--- src/include/psc_pkg.sv ---
// Shared constants and types for the pseudo-SRAM host controller
package psc_pkg;
  // Clock and memory timing
  localparam int CLK_NS = 10;
  localparam int CYC_MIN_NS = 95; // Slower grade, so either part works
  localparam int CYC_MAX_NS = 10000;
  localparam int ACC_CYC = (CYC_MIN_NS + CLK_NS - 1) / CLK_NS;
  localparam int ACC_CYC_MAX = CYC_MAX_NS / CLK_NS;
  localparam int PWR_WAIT_US = 200;
  localparam int PWR_WAIT_CYC_DEF = (PWR_WAIT_US * 1000 + CLK_NS - 1) / CLK_NS;
  localparam logic [15:0] ACC_LAST = 16'(ACC_CYC - 1);
  localparam logic [15:0] WE_RISE = 16'(ACC_CYC - 2);
  localparam logic [1:0] INIT_READS = 2'h3;
  // Memory geometry
  localparam int ADDR_W = 20;
  localparam int DATA_W = 16;
  localparam int AXI_AW = 8;
  // Register byte offsets
  localparam logic [7:0] REG_CTRL = 8'h00;
  localparam logic [7:0] REG_ADDR = 8'h04;
  localparam logic [7:0] REG_WDATA = 8'h08;
  localparam logic [7:0] REG_RDATA = 8'h0C;
  localparam logic [7:0] REG_STATUS = 8'h10;
  // Field positions
  localparam int CTRL_GO = 0;
  localparam int CTRL_WRITE = 1;
  localparam int CTRL_DEEP = 2;
  localparam int WD_LANE_LO = 16;
  localparam int ST_BUSY = 0;
  localparam int ST_INIT = 1;
  localparam int ST_DEEPB = 2;
  localparam int ST_RDV = 3;
  localparam int ST_NRD = 4;
  localparam int ST_CODE = 8;
  localparam int ST_PEND = 11;
  localparam logic [1:0] LANE_RST = 2'h3;
  localparam logic [1:0] RESP_OKAY = 2'h0;
  localparam logic [1:0] RESP_SLVERR = 2'h2;
  // Controller sequencer states
  typedef enum logic [2:0] {
    ST_PWR_WAIT = 3'b000, ST_INIT_RD = 3'b001, ST_INIT_GAP = 3'b010, ST_IDLE = 3'b011,
    ST_ACCESS = 3'b100, ST_RECOV = 3'b101, ST_DEEP = 3'b110
  } psc_state_t;
endpackage

--- src/include/psc_cmd_if.sv ---
// Command and status link between register block and sequencer
`timescale 1ns/1ps
interface psc_cmd_if;
  logic go;
  logic isWrite;
  logic deepReq;
  logic [19:0] addr;
  logic [15:0] wdata;
  logic [1:0] laneEn;
  logic ack;
  logic rdDone;
  logic busy;
  logic initDone;
  logic deepActive;
  logic [1:0] initReads;
  logic [2:0] stateCode;
  logic [15:0] rdData;
  modport regs(output go, isWrite, deepReq, addr, wdata, laneEn,
               input ack, rdDone, busy, initDone, deepActive, initReads, stateCode, rdData);
  modport core(input go, isWrite, deepReq, addr, wdata, laneEn,
               output ack, rdDone, busy, initDone, deepActive, initReads, stateCode, rdData);
endinterface

--- src/rtl/psc_ctrl_top.sv ---
// Host controller that sequences a 1M x 16 pseudo-SRAM over its asynchronous pins
//
// Overview of operation
// RULE_01: Memory holds 1M words of 16 bits, 20 address lines, 16 data lines.
// RULE_02: Low lane select governs bits 7..0, high lane select bits 15..8.
// RULE_03: Chip deselected with standby-select high keeps data, floats bus.
// RULE_04: Chip deselected with standby-select low loses data, floats bus.
// RULE_05: Standby-select stays high except when deep standby is wanted.
// RULE_06: Selected with output enable and write strobe high floats both lanes.
// RULE_07: Read drives only lanes whose select is low.
// RULE_08: Write strobe low writes selected lanes whatever output enable is.
// RULE_09: Write with both lane selects high is aborted, word unchanged.
// RULE_10: After power-up no input toggles for at least 200 us.
// RULE_11: At least three reads follow the wait before normal accesses.
// RULE_12: Chip select and standby-select stay high during the wait.
// RULE_13: Standby-select stays high through the wait and the three reads.
// RULE_14: Address during the initial reads is don't care.
// RULE_15: Each initial read is its own chip-select pulse.
// RULE_16: Output enable preferably high during the initial reads.
// RULE_17: Controller never drives data while output enable is low.
// RULE_18: Write strobe stays high during a read cycle.
// RULE_19: Read cycle lasts between the grade minimum and 10 us.
// RULE_20: Same-address cycles under held chip select sum to at most 10 us.
// RULE_21: Write cycle lasts between the grade minimum and 10 us.
// RULE_22: Leaving deep standby repeats the full power-on initialization.
// RULE_23: Requests are held off until the wait and dummy reads complete.
//
// Chosen here: the AXI4-Lite slave port and the address map.
`timescale 1ns/1ps
module psc_ctrl_top #(
  parameter int PWR_WAIT_CYC = psc_pkg::PWR_WAIT_CYC_DEF
) (
  // Clock, reset and clock enable
  input wire logic core_clk,
  input wire logic rst_n,
  input wire logic ce,
  // AXI4-Lite write channels
  input wire logic [7:0] s_axi_awaddr,
  input wire logic s_axi_awvalid,
  output logic s_axi_awready,
  input wire logic [31:0] s_axi_wdata,
  input wire logic [3:0] s_axi_wstrb,
  input wire logic s_axi_wvalid,
  output logic s_axi_wready,
  output logic [1:0] s_axi_bresp,
  output logic s_axi_bvalid,
  input wire logic s_axi_bready,
  // AXI4-Lite read channels
  input wire logic [7:0] s_axi_araddr,
  input wire logic s_axi_arvalid,
  output logic s_axi_arready,
  output logic [31:0] s_axi_rdata,
  output logic [1:0] s_axi_rresp,
  output logic s_axi_rvalid,
  input wire logic s_axi_rready,
  // Memory control pins
  output logic chipSelN,
  output logic outEnN,
  output logic writeStrobeN,
  output logic lowLaneSelN,
  output logic highLaneSelN,
  output logic standbySel,
  // Memory address and data pins
  output logic [19:0] wordAddr,
  output logic [15:0] dataBusOut,
  output logic dataBusOeN,
  input wire logic [15:0] dataBusIn
);
  localparam logic [15:0] PWR_LAST = 16'(PWR_WAIT_CYC - 1);

  typedef struct packed {
    psc_pkg::psc_state_t st;
    logic [15:0] cnt;
    logic [1:0] nReads;
    logic initDone;
    logic isWrite;
    logic ack;
    logic rdDone;
    logic csN;
    logic oeN;
    logic weN;
    logic lbN;
    logic ubN;
    logic modeSel;
    logic [19:0] addr;
    logic [15:0] dout;
    logic doeN;
    logic [15:0] rdData;
  } psc_core_t;

  localparam psc_core_t CORE_RST = '{
    st: psc_pkg::ST_PWR_WAIT, csN: 1'b1, oeN: 1'b1, weN: 1'b1, lbN: 1'b1, ubN: 1'b1,
    modeSel: 1'b1, doeN: 1'b1, default: '0
  };

  psc_cmd_if cmd();
  psc_core_t q, n;

  // Register slave; the pending go bit stays set until this sequencer acks it
  psc_axil_regs regs (
    .core_clk(core_clk),
    .rst_n(rst_n),
    .ce(ce),
    .awaddr(s_axi_awaddr),
    .awvalid(s_axi_awvalid),
    .awready(s_axi_awready),
    .wdata(s_axi_wdata),
    .wstrb(s_axi_wstrb),
    .wvalid(s_axi_wvalid),
    .wready(s_axi_wready),
    .bresp(s_axi_bresp),
    .bvalid(s_axi_bvalid),
    .bready(s_axi_bready),
    .araddr(s_axi_araddr),
    .arvalid(s_axi_arvalid),
    .arready(s_axi_arready),
    .rdata(s_axi_rdata),
    .rresp(s_axi_rresp),
    .rvalid(s_axi_rvalid),
    .rready(s_axi_rready),
    .cmd(cmd)
  );

  // Sequencer next state
  always_comb begin
    n = q;
    n.ack = 1'b0;
    n.rdDone = 1'b0;
    case (q.st)
      psc_pkg::ST_PWR_WAIT: begin
        // Every pin parked, deselected and standby-select high [RULE_10] [RULE_12]
        n.csN = 1'b1;
        n.modeSel = 1'b1; // [RULE_05] [RULE_13]
        n.cnt = q.cnt + 16'h0001;
        if (q.cnt >= PWR_LAST) begin
          n.st = psc_pkg::ST_INIT_RD;
          n.cnt = '0;
          n.csN = 1'b0; // Dummy read, address left as is [RULE_14]
        end
      end
      psc_pkg::ST_INIT_RD: begin
        // Output enable kept high so nobody fights on the bus [RULE_16] [RULE_06]
        n.cnt = q.cnt + 16'h0001;
        if (q.cnt == psc_pkg::ACC_LAST) begin
          n.st = psc_pkg::ST_INIT_GAP;
          n.csN = 1'b1; // Chip select toggles between dummy reads [RULE_15]
          n.nReads = q.nReads + 2'h1; // [RULE_11]
        end
      end
      psc_pkg::ST_INIT_GAP: begin
        n.cnt = '0;
        if (q.nReads == psc_pkg::INIT_READS) begin
          n.st = psc_pkg::ST_IDLE;
          n.initDone = 1'b1; // [RULE_23]
        end else begin
          n.st = psc_pkg::ST_INIT_RD;
          n.csN = 1'b0;
        end
      end
      psc_pkg::ST_IDLE: begin
        // Deselected with standby-select high: contents kept [RULE_03]
        if (cmd.deepReq) begin
          n.st = psc_pkg::ST_DEEP;
          n.modeSel = 1'b0; // Only place standby-select goes low [RULE_05] [RULE_04]
          n.initDone = 1'b0;
        end else if (cmd.go) begin
          n.st = psc_pkg::ST_ACCESS;
          n.ack = 1'b1;
          n.cnt = '0;
          n.isWrite = cmd.isWrite;
          n.addr = cmd.addr;
          n.csN = 1'b0;
          n.lbN = !cmd.laneEn[0]; // Both low lanes off aborts a write [RULE_02] [RULE_09]
          n.ubN = !cmd.laneEn[1];
          if (cmd.isWrite) begin
            n.weN = 1'b0; // Output enable stays high anyway [RULE_08]
            n.dout = cmd.wdata;
            n.doeN = 1'b0;
          end else begin
            n.oeN = 1'b0;
            n.weN = 1'b1; // [RULE_18]
            n.doeN = 1'b1; // Bus released while the memory answers [RULE_17]
          end
        end
      end
      psc_pkg::ST_ACCESS: begin
        // Fixed cycle of ACC_CYC clocks: above the grade minimum, far below 10 us
        n.cnt = q.cnt + 16'h0001; // [RULE_19] [RULE_21]
        if (q.isWrite && q.cnt == psc_pkg::WE_RISE) begin
          n.weN = 1'b1; // Data held one more clock past the strobe edge
        end
        if (q.cnt == psc_pkg::ACC_LAST) begin
          n.st = psc_pkg::ST_RECOV;
          n.csN = 1'b1; // One access per select pulse, no same-address chains [RULE_20]
          n.oeN = 1'b1;
          n.weN = 1'b1;
          n.lbN = 1'b1;
          n.ubN = 1'b1;
          n.doeN = 1'b1;
          if (!q.isWrite) begin
            n.rdData = dataBusIn; // Lanes left unselected read as whatever floats [RULE_07]
          end
        end
      end
      psc_pkg::ST_RECOV: begin
        n.st = psc_pkg::ST_IDLE;
        n.rdDone = !q.isWrite;
      end
      psc_pkg::ST_DEEP: begin
        // Contents are lost here, so coming back means a full power-on sequence
        if (!cmd.deepReq) begin
          n.st = psc_pkg::ST_PWR_WAIT; // [RULE_22]
          n.modeSel = 1'b1;
          n.cnt = '0;
          n.nReads = '0;
        end
      end
      default: begin
        n = CORE_RST;
      end
    endcase
  end

  // State register, frozen while the clock enable is low
  always_ff @(posedge core_clk or negedge rst_n) begin
    if (!rst_n) begin
      q <= CORE_RST;
    end else if (ce) begin
      q <= n;
    end
  end

  // Pins come straight from the state register
  assign chipSelN = q.csN;
  assign outEnN = q.oeN;
  assign writeStrobeN = q.weN;
  assign lowLaneSelN = q.lbN;
  assign highLaneSelN = q.ubN;
  assign standbySel = q.modeSel;
  assign wordAddr = q.addr; // Full 20-bit word address [RULE_01]
  assign dataBusOut = q.dout;
  assign dataBusOeN = q.doeN;

  // Status back to the register block
  assign cmd.ack = q.ack;
  assign cmd.rdDone = q.rdDone;
  assign cmd.busy = q.st != psc_pkg::ST_IDLE;
  assign cmd.initDone = q.initDone;
  assign cmd.deepActive = q.st == psc_pkg::ST_DEEP;
  assign cmd.initReads = q.nReads;
  assign cmd.stateCode = q.st;
  assign cmd.rdData = q.rdData;
endmodule

--- src/rtl/psc_axil_regs.sv ---
// AXI4-Lite register slave holding the controller's commands and status
`timescale 1ns/1ps
module psc_axil_regs (
  // Clock, reset and clock enable
  input wire logic core_clk,
  input wire logic rst_n,
  input wire logic ce,
  // AXI4-Lite write channels
  input wire logic [7:0] awaddr,
  input wire logic awvalid,
  output logic awready,
  input wire logic [31:0] wdata,
  input wire logic [3:0] wstrb,
  input wire logic wvalid,
  output logic wready,
  output logic [1:0] bresp,
  output logic bvalid,
  input wire logic bready,
  // AXI4-Lite read channels
  input wire logic [7:0] araddr,
  input wire logic arvalid,
  output logic arready,
  output logic [31:0] rdata,
  output logic [1:0] rresp,
  output logic rvalid,
  input wire logic rready,
  // Sequencer side
  psc_cmd_if.regs cmd
);
  typedef struct packed {
    logic awHeld;
    logic [7:0] awAddr;
    logic wHeld;
    logic [31:0] wData;
    logic [3:0] wStrb;
    logic awReady;
    logic wReady;
    logic bValid;
    logic [1:0] bResp;
    logic arReady;
    logic rValid;
    logic [31:0] rData;
    logic [1:0] rResp;
    logic ctrlWrite;
    logic ctrlDeep;
    logic goPend;
    logic rdSticky;
    logic [19:0] addr;
    logic [15:0] wdat;
    logic [1:0] laneEn;
  } psc_regs_t;
  localparam psc_regs_t REGS_RST = '{laneEn: psc_pkg::LANE_RST, default: '0};
  psc_regs_t q, n;
  logic [31:0] merged;
  logic [31:0] status;

  // Word index match, low address bits ignored
  function automatic logic hit(input logic [7:0] a, input logic [7:0] off);
    return {a[7:2], 2'b00} == off;
  endfunction

  // Byte-lane merge of a write into an old value
  function automatic logic [31:0] mergeBytes(input logic [31:0] old, input logic [31:0] nw,
                                             input logic [3:0] strb);
    logic [31:0] r;
    r = old;
    for (int i = 0; i < 4; i++) begin
      if (strb[i]) begin
        r[8*i +: 8] = nw[8*i +: 8];
      end
    end
    return r;
  endfunction

  // Status word built from live sequencer state and the local go-pending and read-done flags
  always_comb begin
    status = '0;
    status[psc_pkg::ST_BUSY] = cmd.busy;
    status[psc_pkg::ST_INIT] = cmd.initDone;
    status[psc_pkg::ST_DEEPB] = cmd.deepActive;
    status[psc_pkg::ST_RDV] = q.rdSticky;
    status[psc_pkg::ST_NRD +: 2] = cmd.initReads;
    status[psc_pkg::ST_CODE +: 3] = cmd.stateCode;
    status[psc_pkg::ST_PEND] = q.goPend;
  end

  // Next state: both address and data may arrive in either order
  always_comb begin
    n = q;
    merged = '0;
    if (cmd.ack) n.goPend = 1'b0;
    if (cmd.ack) n.rdSticky = 1'b0;
    if (cmd.rdDone) n.rdSticky = 1'b1; // Completion wins over the clear
    if (awvalid && q.awReady) begin
      n.awHeld = 1'b1;
      n.awAddr = awaddr;
    end
    if (wvalid && q.wReady) begin
      n.wHeld = 1'b1;
      n.wData = wdata;
      n.wStrb = wstrb;
    end
    if (bready && q.bValid) n.bValid = 1'b0;
    if (n.awHeld && n.wHeld && !n.bValid) begin
      n.awHeld = 1'b0;
      n.wHeld = 1'b0;
      n.bValid = 1'b1;
      n.bResp = psc_pkg::RESP_OKAY;
      if (hit(n.awAddr, psc_pkg::REG_CTRL)) begin
        merged = mergeBytes({29'h0, q.ctrlDeep, q.ctrlWrite, 1'b0}, n.wData, n.wStrb);
        n.ctrlWrite = merged[psc_pkg::CTRL_WRITE];
        n.ctrlDeep = merged[psc_pkg::CTRL_DEEP];
        if (merged[psc_pkg::CTRL_GO]) n.goPend = 1'b1; // Set wins over the ack
      end else if (hit(n.awAddr, psc_pkg::REG_ADDR)) begin
        merged = mergeBytes({12'h000, q.addr}, n.wData, n.wStrb);
        n.addr = merged[19:0];
      end else if (hit(n.awAddr, psc_pkg::REG_WDATA)) begin
        merged = mergeBytes({14'h0, q.laneEn, q.wdat}, n.wData, n.wStrb);
        n.wdat = merged[15:0];
        n.laneEn = merged[psc_pkg::WD_LANE_LO +: 2];
      end else if (!hit(n.awAddr, psc_pkg::REG_RDATA) && !hit(n.awAddr, psc_pkg::REG_STATUS)) begin
        n.bResp = psc_pkg::RESP_SLVERR;
      end
    end
    n.awReady = !n.awHeld && !n.bValid;
    n.wReady = !n.wHeld && !n.bValid;
    if (rready && q.rValid) n.rValid = 1'b0;
    if (arvalid && q.arReady) begin
      n.rValid = 1'b1;
      n.rResp = psc_pkg::RESP_OKAY;
      n.rData = '0;
      if (hit(araddr, psc_pkg::REG_CTRL)) n.rData = {29'h0, q.ctrlDeep, q.ctrlWrite, q.goPend};
      else if (hit(araddr, psc_pkg::REG_ADDR)) n.rData = {12'h000, q.addr};
      else if (hit(araddr, psc_pkg::REG_WDATA)) n.rData = {14'h0, q.laneEn, q.wdat};
      else if (hit(araddr, psc_pkg::REG_RDATA)) n.rData = {16'h0000, cmd.rdData};
      else if (hit(araddr, psc_pkg::REG_STATUS)) n.rData = status;
      else n.rResp = psc_pkg::RESP_SLVERR;
    end
    n.arReady = !n.rValid;
  end

  // State register, frozen while the clock enable is low
  always_ff @(posedge core_clk or negedge rst_n) begin
    if (!rst_n) begin
      q <= REGS_RST;
    end else if (ce) begin
      q <= n;
    end
  end

  assign awready = q.awReady;
  assign wready = q.wReady;
  assign bvalid = q.bValid;
  assign bresp = q.bResp;
  assign arready = q.arReady;
  assign rvalid = q.rValid;
  assign rdata = q.rData;
  assign rresp = q.rResp;
  assign cmd.go = q.goPend;
  assign cmd.isWrite = q.ctrlWrite;
  assign cmd.deepReq = q.ctrlDeep;
  assign cmd.addr = q.addr;
  assign cmd.wdata = q.wdat;
  assign cmd.laneEn = q.laneEn;
endmodule

--- config.mk ---
export PLATFORM = sky130hd
export DESIGN_NAME = psc_ctrl_top
export DESIGN_NICKNAME = d
export VERILOG_FILES = /design/src/include/psc_pkg.sv /design/src/include/psc_cmd_if.sv /design/src/rtl/psc_ctrl_top.sv /design/src/rtl/psc_axil_regs.sv
export SDC_FILE = /design/constraint.sdc
export NUM_CORES = 1
export LEC_CHECK = 0
export ABC_CLOCK_PERIOD_IN_PS = 6910
export BUFFER_PORTS_ARGS = -buffer_cell sky130_fd_sc_hd__buf_2
export CORE_UTILIZATION = 60
export CTS_CLUSTER_DIAMETER = 30
export CTS_CLUSTER_SIZE = 12
export DETAILED_ROUTE_END_ITERATION = 8
export PLACE_DENSITY = 0.84
export RECOVER_POWER = 100
export SETUP_SLACK_MARGIN = 0.4
export SYNTH_ARGS = -nofsm -noshare
export SYNTH_HDL_FRONTEND = slang
export SYNTH_HIERARCHICAL = 1
export SYNTH_SLANG_ARGS = --single-unit
--- constraint.sdc ---
create_clock -name core_clk -period 6.91 [get_ports core_clk]
set_clock_uncertainty 0.2 [all_clocks]
set_input_delay 1.0365 -clock core_clk [delete_from_list [all_inputs] [get_ports core_clk]]
set_output_delay 1.0365 -clock core_clk [all_outputs]
set_load 0.05 [all_outputs]
==> results.json, run 1 <==
{
  "endpoint_kind": "flop",
  "switchingPower_uw": 1370,
  "clkTransAtPathRegs_ns": 0.07,
  "wl_um": 22300,
  "drcViolationCount": 0,
  "grt_pass1_vias": 6727,
  "violations": "max-capacitance violations, max-slew violations",
  "cts-root-buf": "clkbuf_16",
  "maxCapViolations": 4,
  "dp.final_hpwl_um": 15300,
  "worstPathRequired_ns": 7.03,
  "layout-drive-gt1-share_pct": 21.0,
  "synth_top_area_share_pct": 45.8,
  "synth.avg_cell_area_um2": 10.4,
  "clkPwrFrac_pct": 25.9,
  "clock_sinks": 184,
  "cts_tree": "yes",
  "period_share_pct": 68.1,
  "synth_top_area_cell": "dfrtp_1",
  "rrSetupSlack_ns": 3.11,
  "netlist_area_um2": 9560,
  "die_area_um2": 16400,
  "share_seq_of_total_power_pct": 44.6,
  "finish.utilization_pct": 64.7,
  "vias": 6932,
  "synth.area.top_cells": "dfrtp_1 (46%), mux2_2 (11%), buf_4 (8.7%), o21ai_0 (4.3%), nand2_1 (4.2%)",
  "startpoint_type": "input pin",
  "hold_buffers": 0,
  "cts_setup_buffers": 0,
  "grt_max_degree": 115,
  "drt_iter0_markers": 600,
  "chipHeight_um": 128,
  "slew_violations": 108,
  "cpMaxStageDelayCell": "nor3_1",
  "yosysUniqueCellTypes": 71,
  "cts.path.max_buffers": 2,
  "final_nets": 1008,
  "vias_per_cell": 6.01,
  "synth_edf_count": 0,
  "p_int_uw": 2260,
  "htreeDepth": 4,
  "pin_count": 160,
  "fin_setup_tns_ns": 0,
  "whs_ns": 0.265,
  "syn-instance-count": 917,
  "rsz0062_at_grt": "no",
  "dr.pass1.iters": 5,
  "irDropWorstVdd_mv": 0.270,
  "swShare_pct": 37.8,
  "core_um2": 15400,
  "combPwrFrac_pct": 29.6,
  "start_util_pct": 62.2,
  "p_leak_uw": 0.00438,
  "max_slew_margin_pct": -38.9,
  "cts-buffers-inserted": 17,
  "async_flop_share_pct": 100,
  "criticalPathCategory": "in2reg",
  "hold_viol": 0,
  "worstMarginPinSlew_ns": 2.07,
  "crit_fanout": 36,
  "grt_pass1_wl_um": 35600,
  "portBuffers": 128,
  "clock_latency_ns": 0.44,
  "grt_use_total_pct": 28.6,
  "yosys_warnings": 6,
  "crit_chain": "clkbuf_1 > o2111ai_1 > nor3_1 > mux2_2",
  "wl_per_cell_um": 19.3,
  "status": "finished, violations left",
  "grt_overflow": 0,
  "globalplace.congestion": 0.897,
  "critPathBufInv": 1,
  "ant_nets": 0,
  "area_delta_synth_final_pct": 4.11,
  "report.final.setup_viol": 0,
  "slowest_delay_ns": 1.42,
  "die_x_um": 128,
  "fin_crit_ns": 4.71,
  "crit_arrival_ns": 4.83,
  "max_freq_mhz": 212,
  "power.density_nw_per_um2": 365,
  "hold_path.class": "reg2reg",
  "synth-main-ff-cell": "dfrtp_1",
  "ys_seq_elements": 184,
  "post_cts_resized": 0,
  "yosysSeqAreaShare_pct": 48.3,
  "cp_top_family": "simple AND/OR/NAND/NOR gates",
  "antenna_found_initial": 1,
  "placementRows": 45
}
[per-layer routing]
layer	share of wire [%]	wire length, um	global-route usage (%)
met1	41	9140	37.3
met2	48	10700	44.4
met3	6.3	1410	6.26
met4	4.6	1020	15.7
met5	0	0	0
[worst min-delay path, stage by stage, from the launching register on]
cell and delay (ns):
dfstp_2 0.37, inv_1 0.04, a21oi_1 0.05
[sequential cells by signal, summed over array words and instances (netlist names), 2 cells and up]
name             count
regs/rdata          20
cmd.initReads        2
wordAddr            20
regs/cmd.addr       20
cmd.stateCode        3
cmd.rdData          16
dataBusOut          16
regs/cmd.laneEn      2
regs/q              32
q                   17
regs/cmd.wdata      16
[cell families after synthesis]
logic type               share of synthesized area, %
AND/OR/NAND/NOR                                  11.8
AO/OA/AOI/OAI                                    14.5
flip-flops                                       48.3
buffers and inverters                            11.8
multiplexers                                     12.2
XOR/XNOR                                        0.733
adder cells (fa/ha/maj)                         0.641
other                                          0.0392
[power by group through the flow]
| stage | Clock [uW] | Sequential, uW | Combinational (uW) |
|---|---|---|---|
| final | 939 | 1620 | 1070 |
| after global routing | 999 | 1650 | 1170 |
| after CTS | 949 | 1610 | 1100 |
| after detailed placement | 0 | 1630 | 1090 |
| after global placement | 0 | 1610 | 1060 |
| after floorplan | 0 | 1590 | 926 |
[synth_stat cells (all sizes together) (3+ instances only)]
| master | count |
|---|---|
| nand4 | 8 |
| nor2 | 28 |
| inv | 30 |
| and3 | 4 |
| a21boi | 4 |
| a22o | 25 |
| a31oi | 6 |
| dfrtp | 175 |
| mux2 | 90 |
| a22oi | 6 |
| o21a | 3 |
| nor4 | 11 |
| a221oi | 6 |
| ha | 4 |
| buf | 123 |
| a21o | 4 |
| and2 | 3 |
| a21oi | 31 |
| nand3 | 11 |
| o21ai | 83 |
| nand2b | 8 |
| mux2i | 13 |
| clkbuf | 30 |
| a32oi | 3 |
| xor2 | 3 |
| a211oi | 4 |
| dfstp | 9 |
| xnor2 | 5 |
| nor3 | 15 |
| nor2b | 7 |
| a2bb2oi | 6 |
| nor3b | 4 |
| or3 | 7 |
| o22ai | 9 |
| nand2 | 106 |
[per-stage QoR]
| stage | setup slack [ns] | cells | area (um2) | power (uW) |
|---|---|---|---|---|
| after floorplan | 4.21 | 930 | 9610 | 2520 |
| after global placement | 3.22 | 1120 | 9540 | 2670 |
| after detailed placement | 3.16 | 1120 | 9540 | 2720 |
| after CTS | 3.59 | 1152 | 10100 | 3660 |
| after global routing | 2.01 | 1153 | 9950 | 3820 |
| final | 2.20 | 1153 | 9950 | 3630 |
[cell type report]
type / instances / area, um2
multi-input cells: 563 / 3810
clock buffers: 21 / 450
flip-flops and latches: 184 / 4620
inverters: 30 / 113
fillers: 1262 / 5420
clock inverters: 11 / 109
well taps: 211 / 264
repair buffers: 132 / 583
diodes: 1 / 2.50
[worst paths after layout]
kind / endpoint / start / depth (start not counted)
max: regs/cmd.addr[3]$_DFFE_PN0P_ / ce / 4
min: writeStrobeN$_DFFE_PN1P_ / writeStrobeN$_DFFE_PN1P_ / 2
max reg2reg: dataBusOut[12]$_DFFE_PN0P_ / cmd.stateCode[1]$_DFFE_PN0P_ / 5
min reg2reg: writeStrobeN$_DFFE_PN1P_ / writeStrobeN$_DFFE_PN1P_ / 2
max in group asynchronous: cmd.initReads[0]$_DFFE_PN0P_ / rst_n / 2
min in group asynchronous: regs/q[123]$_DFFE_PN0P_ / rst_n / 1
[layout by cell type (no fill, tap or decap), types with 3 or more instances in the layout]
master / Yosys / final
inv_6: 0 / 6
and3_1: 4 / 4
a32oi_1: 3 / 3
clkbuf_16: 0 / 17
a2bb2oi_1: 6 / 6
a21boi_0: 4 / 4
xor2_1: 3 / 3
nand2_1: 106 / 106
a21o_1: 3 / 3
a31oi_1: 6 / 6
mux2i_1: 13 / 13
nor3_1: 12 / 15
or3_1: 7 / 7
ha_1: 4 / 4
nor3b_1: 4 / 4
a211oi_1: 4 / 4
buf_4: 111 / 3
mux2_2: 90 / 89
a21oi_1: 31 / 31
conb_1: 1 / 14
a221oi_1: 6 / 6
nor2_1: 28 / 28
a22o_1: 25 / 25
xnor2_1: 5 / 5
nor2b_1: 7 / 7
dfrtp_1: 175 / 175
nor4_1: 6 / 7
o22ai_1: 9 / 9
o21ai_0: 83 / 83
nand4_1: 8 / 8
buf_2: 7 / 55
dfstp_2: 9 / 9
nand2b_1: 8 / 8
nand3_1: 11 / 11
clkbuf_1: 30 / 76
a22oi_1: 6 / 6
inv_1: 30 / 30
(Power assumes the default switching activity.)
==> run 2, diff against run 1 <==
Settings changed: ABC_CLOCK_PERIOD_IN_PS 6910 to 4730, CORE_UTILIZATION 60 to 57, PLACE_DENSITY 0.84 to 0.81.
Clock period 6.91 ns to 4.73 ns, I/O delays scaled along.
==> results.json, run 2 (same netlist as run 1, synthesis figures left out) <==
{
  "hold_buffers": 0,
  "rrSetupSlack_ns": 1.54,
  "crit_chain": "clkbuf_1 > o2111ai_4 > nor4_2 > mux2_2",
  "hold_path.class": "reg2reg",
  "layout.cells.most_common": "dfrtp_1",
  "core_um2": 16100,
  "final_cell_mix": "dfrtp_1 (175), nand2_1 (106), mux2_2 (89)",
  "swShare_pct": 37.5,
  "cts-buffers-inserted": 17,
  "cpMaxStageDelayCell": "clkbuf_1",
  "area_delta_synth_final_pct": 4.65,
  "worstPathRequired_ns": 4.85,
  "criticalPathCategory": "in2reg",
  "hold_viol": 0,
  "dp.cells": 1129,
  "grt_pass1_wl_um": 35000,
  "slew_violations": 155,
  "p_leak_uw": 0.00440,
  "die_area_um2": 17300,
  "layout_setup_ws_ns": 0.908,
  "period_share_pct": 80.8,
  "die_x_um": 131,
  "dp.final_hpwl_um": 15200,
  "hp-start": "outEnN$_DFFE_PN1P_",
  "fin_setup_tns_ns": 0,
  "fin_cells": 1161,
  "status": "finished, violations left",
  "cts_tree": "yes",
  "post_cts_resized": 0,
  "placementRows": 46,
  "grt_use_total_pct": 26.0,
  "antenna_found_initial": 1,
  "grt_pass1_vias": 6582,
  "cp_top_family": "buffers and inverters",
  "reg2reg_from": "cmd.stateCode[1]$_DFFE_PN0P_",
  "p_int_uw": 3300,
  "cts.path.max_buffers": 2,
  "critPathBufInv": 1,
  "drcViolationCount": 0,
  "ff2ff_path_depth": 5,
  "violations": "max-capacitance violations, max-slew violations",
  "crit_arrival_ns": 3.94,
  "crit_fanout": 36,
  "fin_crit_ns": 3.82,
  "worstMarginPinSlew_ns": 2.80,
  "share_seq_of_total_power_pct": 44.6,
  "ant_nets": 0,
  "pin_count": 160,
  "chipHeight_um": 131,
  "holdPathStages": 2,
  "maxCapViolations": 2,
  "start_util_pct": 59.3,
  "layout-drive-gt1-share_pct": 21.8,
  "wl_per_cell_um": 18.6,
  "clkTransAtPathRegs_ns": 0.07,
  "combPwrFrac_pct": 29.4,
  "max_slew_margin_pct": -86.9,
  "slowest_delay_ns": 1.17,
  "clkPwrFrac_pct": 26.0,
  "wl_um": 21600,
  "report.final.setup_viol": 0,
  "clock_latency_ns": 0.44,
  "top_register": "regs/q",
  "globalplace.congestion": 0.852,
  "drt_iter0_markers": 641,
  "largest_reg_flops": 32,
  "post-place-ws_ns": 1.56,
  "clock_sinks": 184,
  "vias_per_cell": 5.88,
  "dr.pass1.iters": 5,
  "cts-root-buf": "clkbuf_16",
  "cts_setup_buffers": 0,
  "r2r-end": "dataBusOeN$_DFFE_PN1P_",
  "grt_overflow": 0,
  "rsz0062_at_grt": "no",
  "max_freq_mhz": 262,
  "switchingPower_uw": 1980,
  "vias": 6826,
  "startpoint_type": "input pin",
  "final_nets": 1012,
  "min_to": "outEnN$_DFFE_PN1P_",
  "power.density_nw_per_um2": 528,
  "endpoint_kind": "flop",
  "htreeDepth": 4,
  "grt_max_degree": 118,
  "irDropWorstVdd_mv": 0.371,
  "portBuffers": 128
}
[run 2: cell types whose count changed in the layout (fill, tap and decap cells not counted), sizes merged]
cell,before,now
clkinv,3,7
inv,36,33
buf,59,61
[run 2: tightest hold or removal path, delay by kind of cell (launching register included)]
family | cells | cell delay [ns]
DFF | 1 | 0.38
AOI/OAI and AO/OA | 1 | 0.05
buffers and inverters | 1 | 0.04
[run 2: layer usage]
metal  track usage, %  share of wire [%]  routed length [um]  vias to the layer above
li1                 -                  -                   -                     3160
met5                0                  0                   0                        -
met2             41.6                 49               10600                      266
met3             5.36                6.0                1300                       37
met1             34.7                 43                9210                     3363
met4             9.82                2.5                 542                        0
[run 2: how the worst max path moves through the flow]
stage                                      start                             to  slack, ns  cells after the start
finish                                        ce  regs/cmd.wdata[3]$_DFFE_PN0P_       0.91                      4
global route                                  ce  regs/cmd.wdata[7]$_DFFE_PN0P_       0.71                      4
CTS                 cmd.stateCode[1]$_DFFE_PN0P_         dataBusOeN$_DFFE_PN1P_       1.56                      5
detailed placement                            ce  regs/cmd.wdata[7]$_DFFE_PN0P_       1.56                      4
global placement                              ce  regs/cmd.wdata[4]$_DFFE_PN0P_       1.59                      4
floorplan                regs/wready$_DFFE_PN0P_  regs/cmd.wdata[0]$_DFFE_PN0P_       2.35                      5
[run 2: final cells by class]
type | count | area, um2
repair buffers | 136 | 602
clock inverters | 12 | 121
diodes | 1 | 2.50
multi-input cells | 563 | 3830
inverters | 30 | 113
flip-flops and latches | 184 | 4620
well taps | 216 | 270
fillers | 1360 | 6110
clock buffers | 19 | 443
[run 2: stage by stage]
step	hold WS [ns]	instance area, um2	power [uW]	util (%)
3_3_place_gp	0.253	9580	3900	59.4
4_1_cts	0.266	10100	5340	62.9
6_report	0.269	10000	5280	62.1
5_1_grt	0.295	10000	5560	62.0
2_1_floorplan	0.214	9610	3680	-
3_5_place_dp	0.251	9580	3960	59.4
[run 2: power groups by stage]
stage | registers [uW] | logic, uW | clock network (uW)
2_1_floorplan | 2330 | 1350 | 0
3_3_place_gp | 2360 | 1540 | 0
3_5_place_dp | 2370 | 1580 | 0
4_1_cts | 2350 | 1590 | 1390
5_1_grt | 2400 | 1700 | 1460
6_report | 2350 | 1550 | 1370
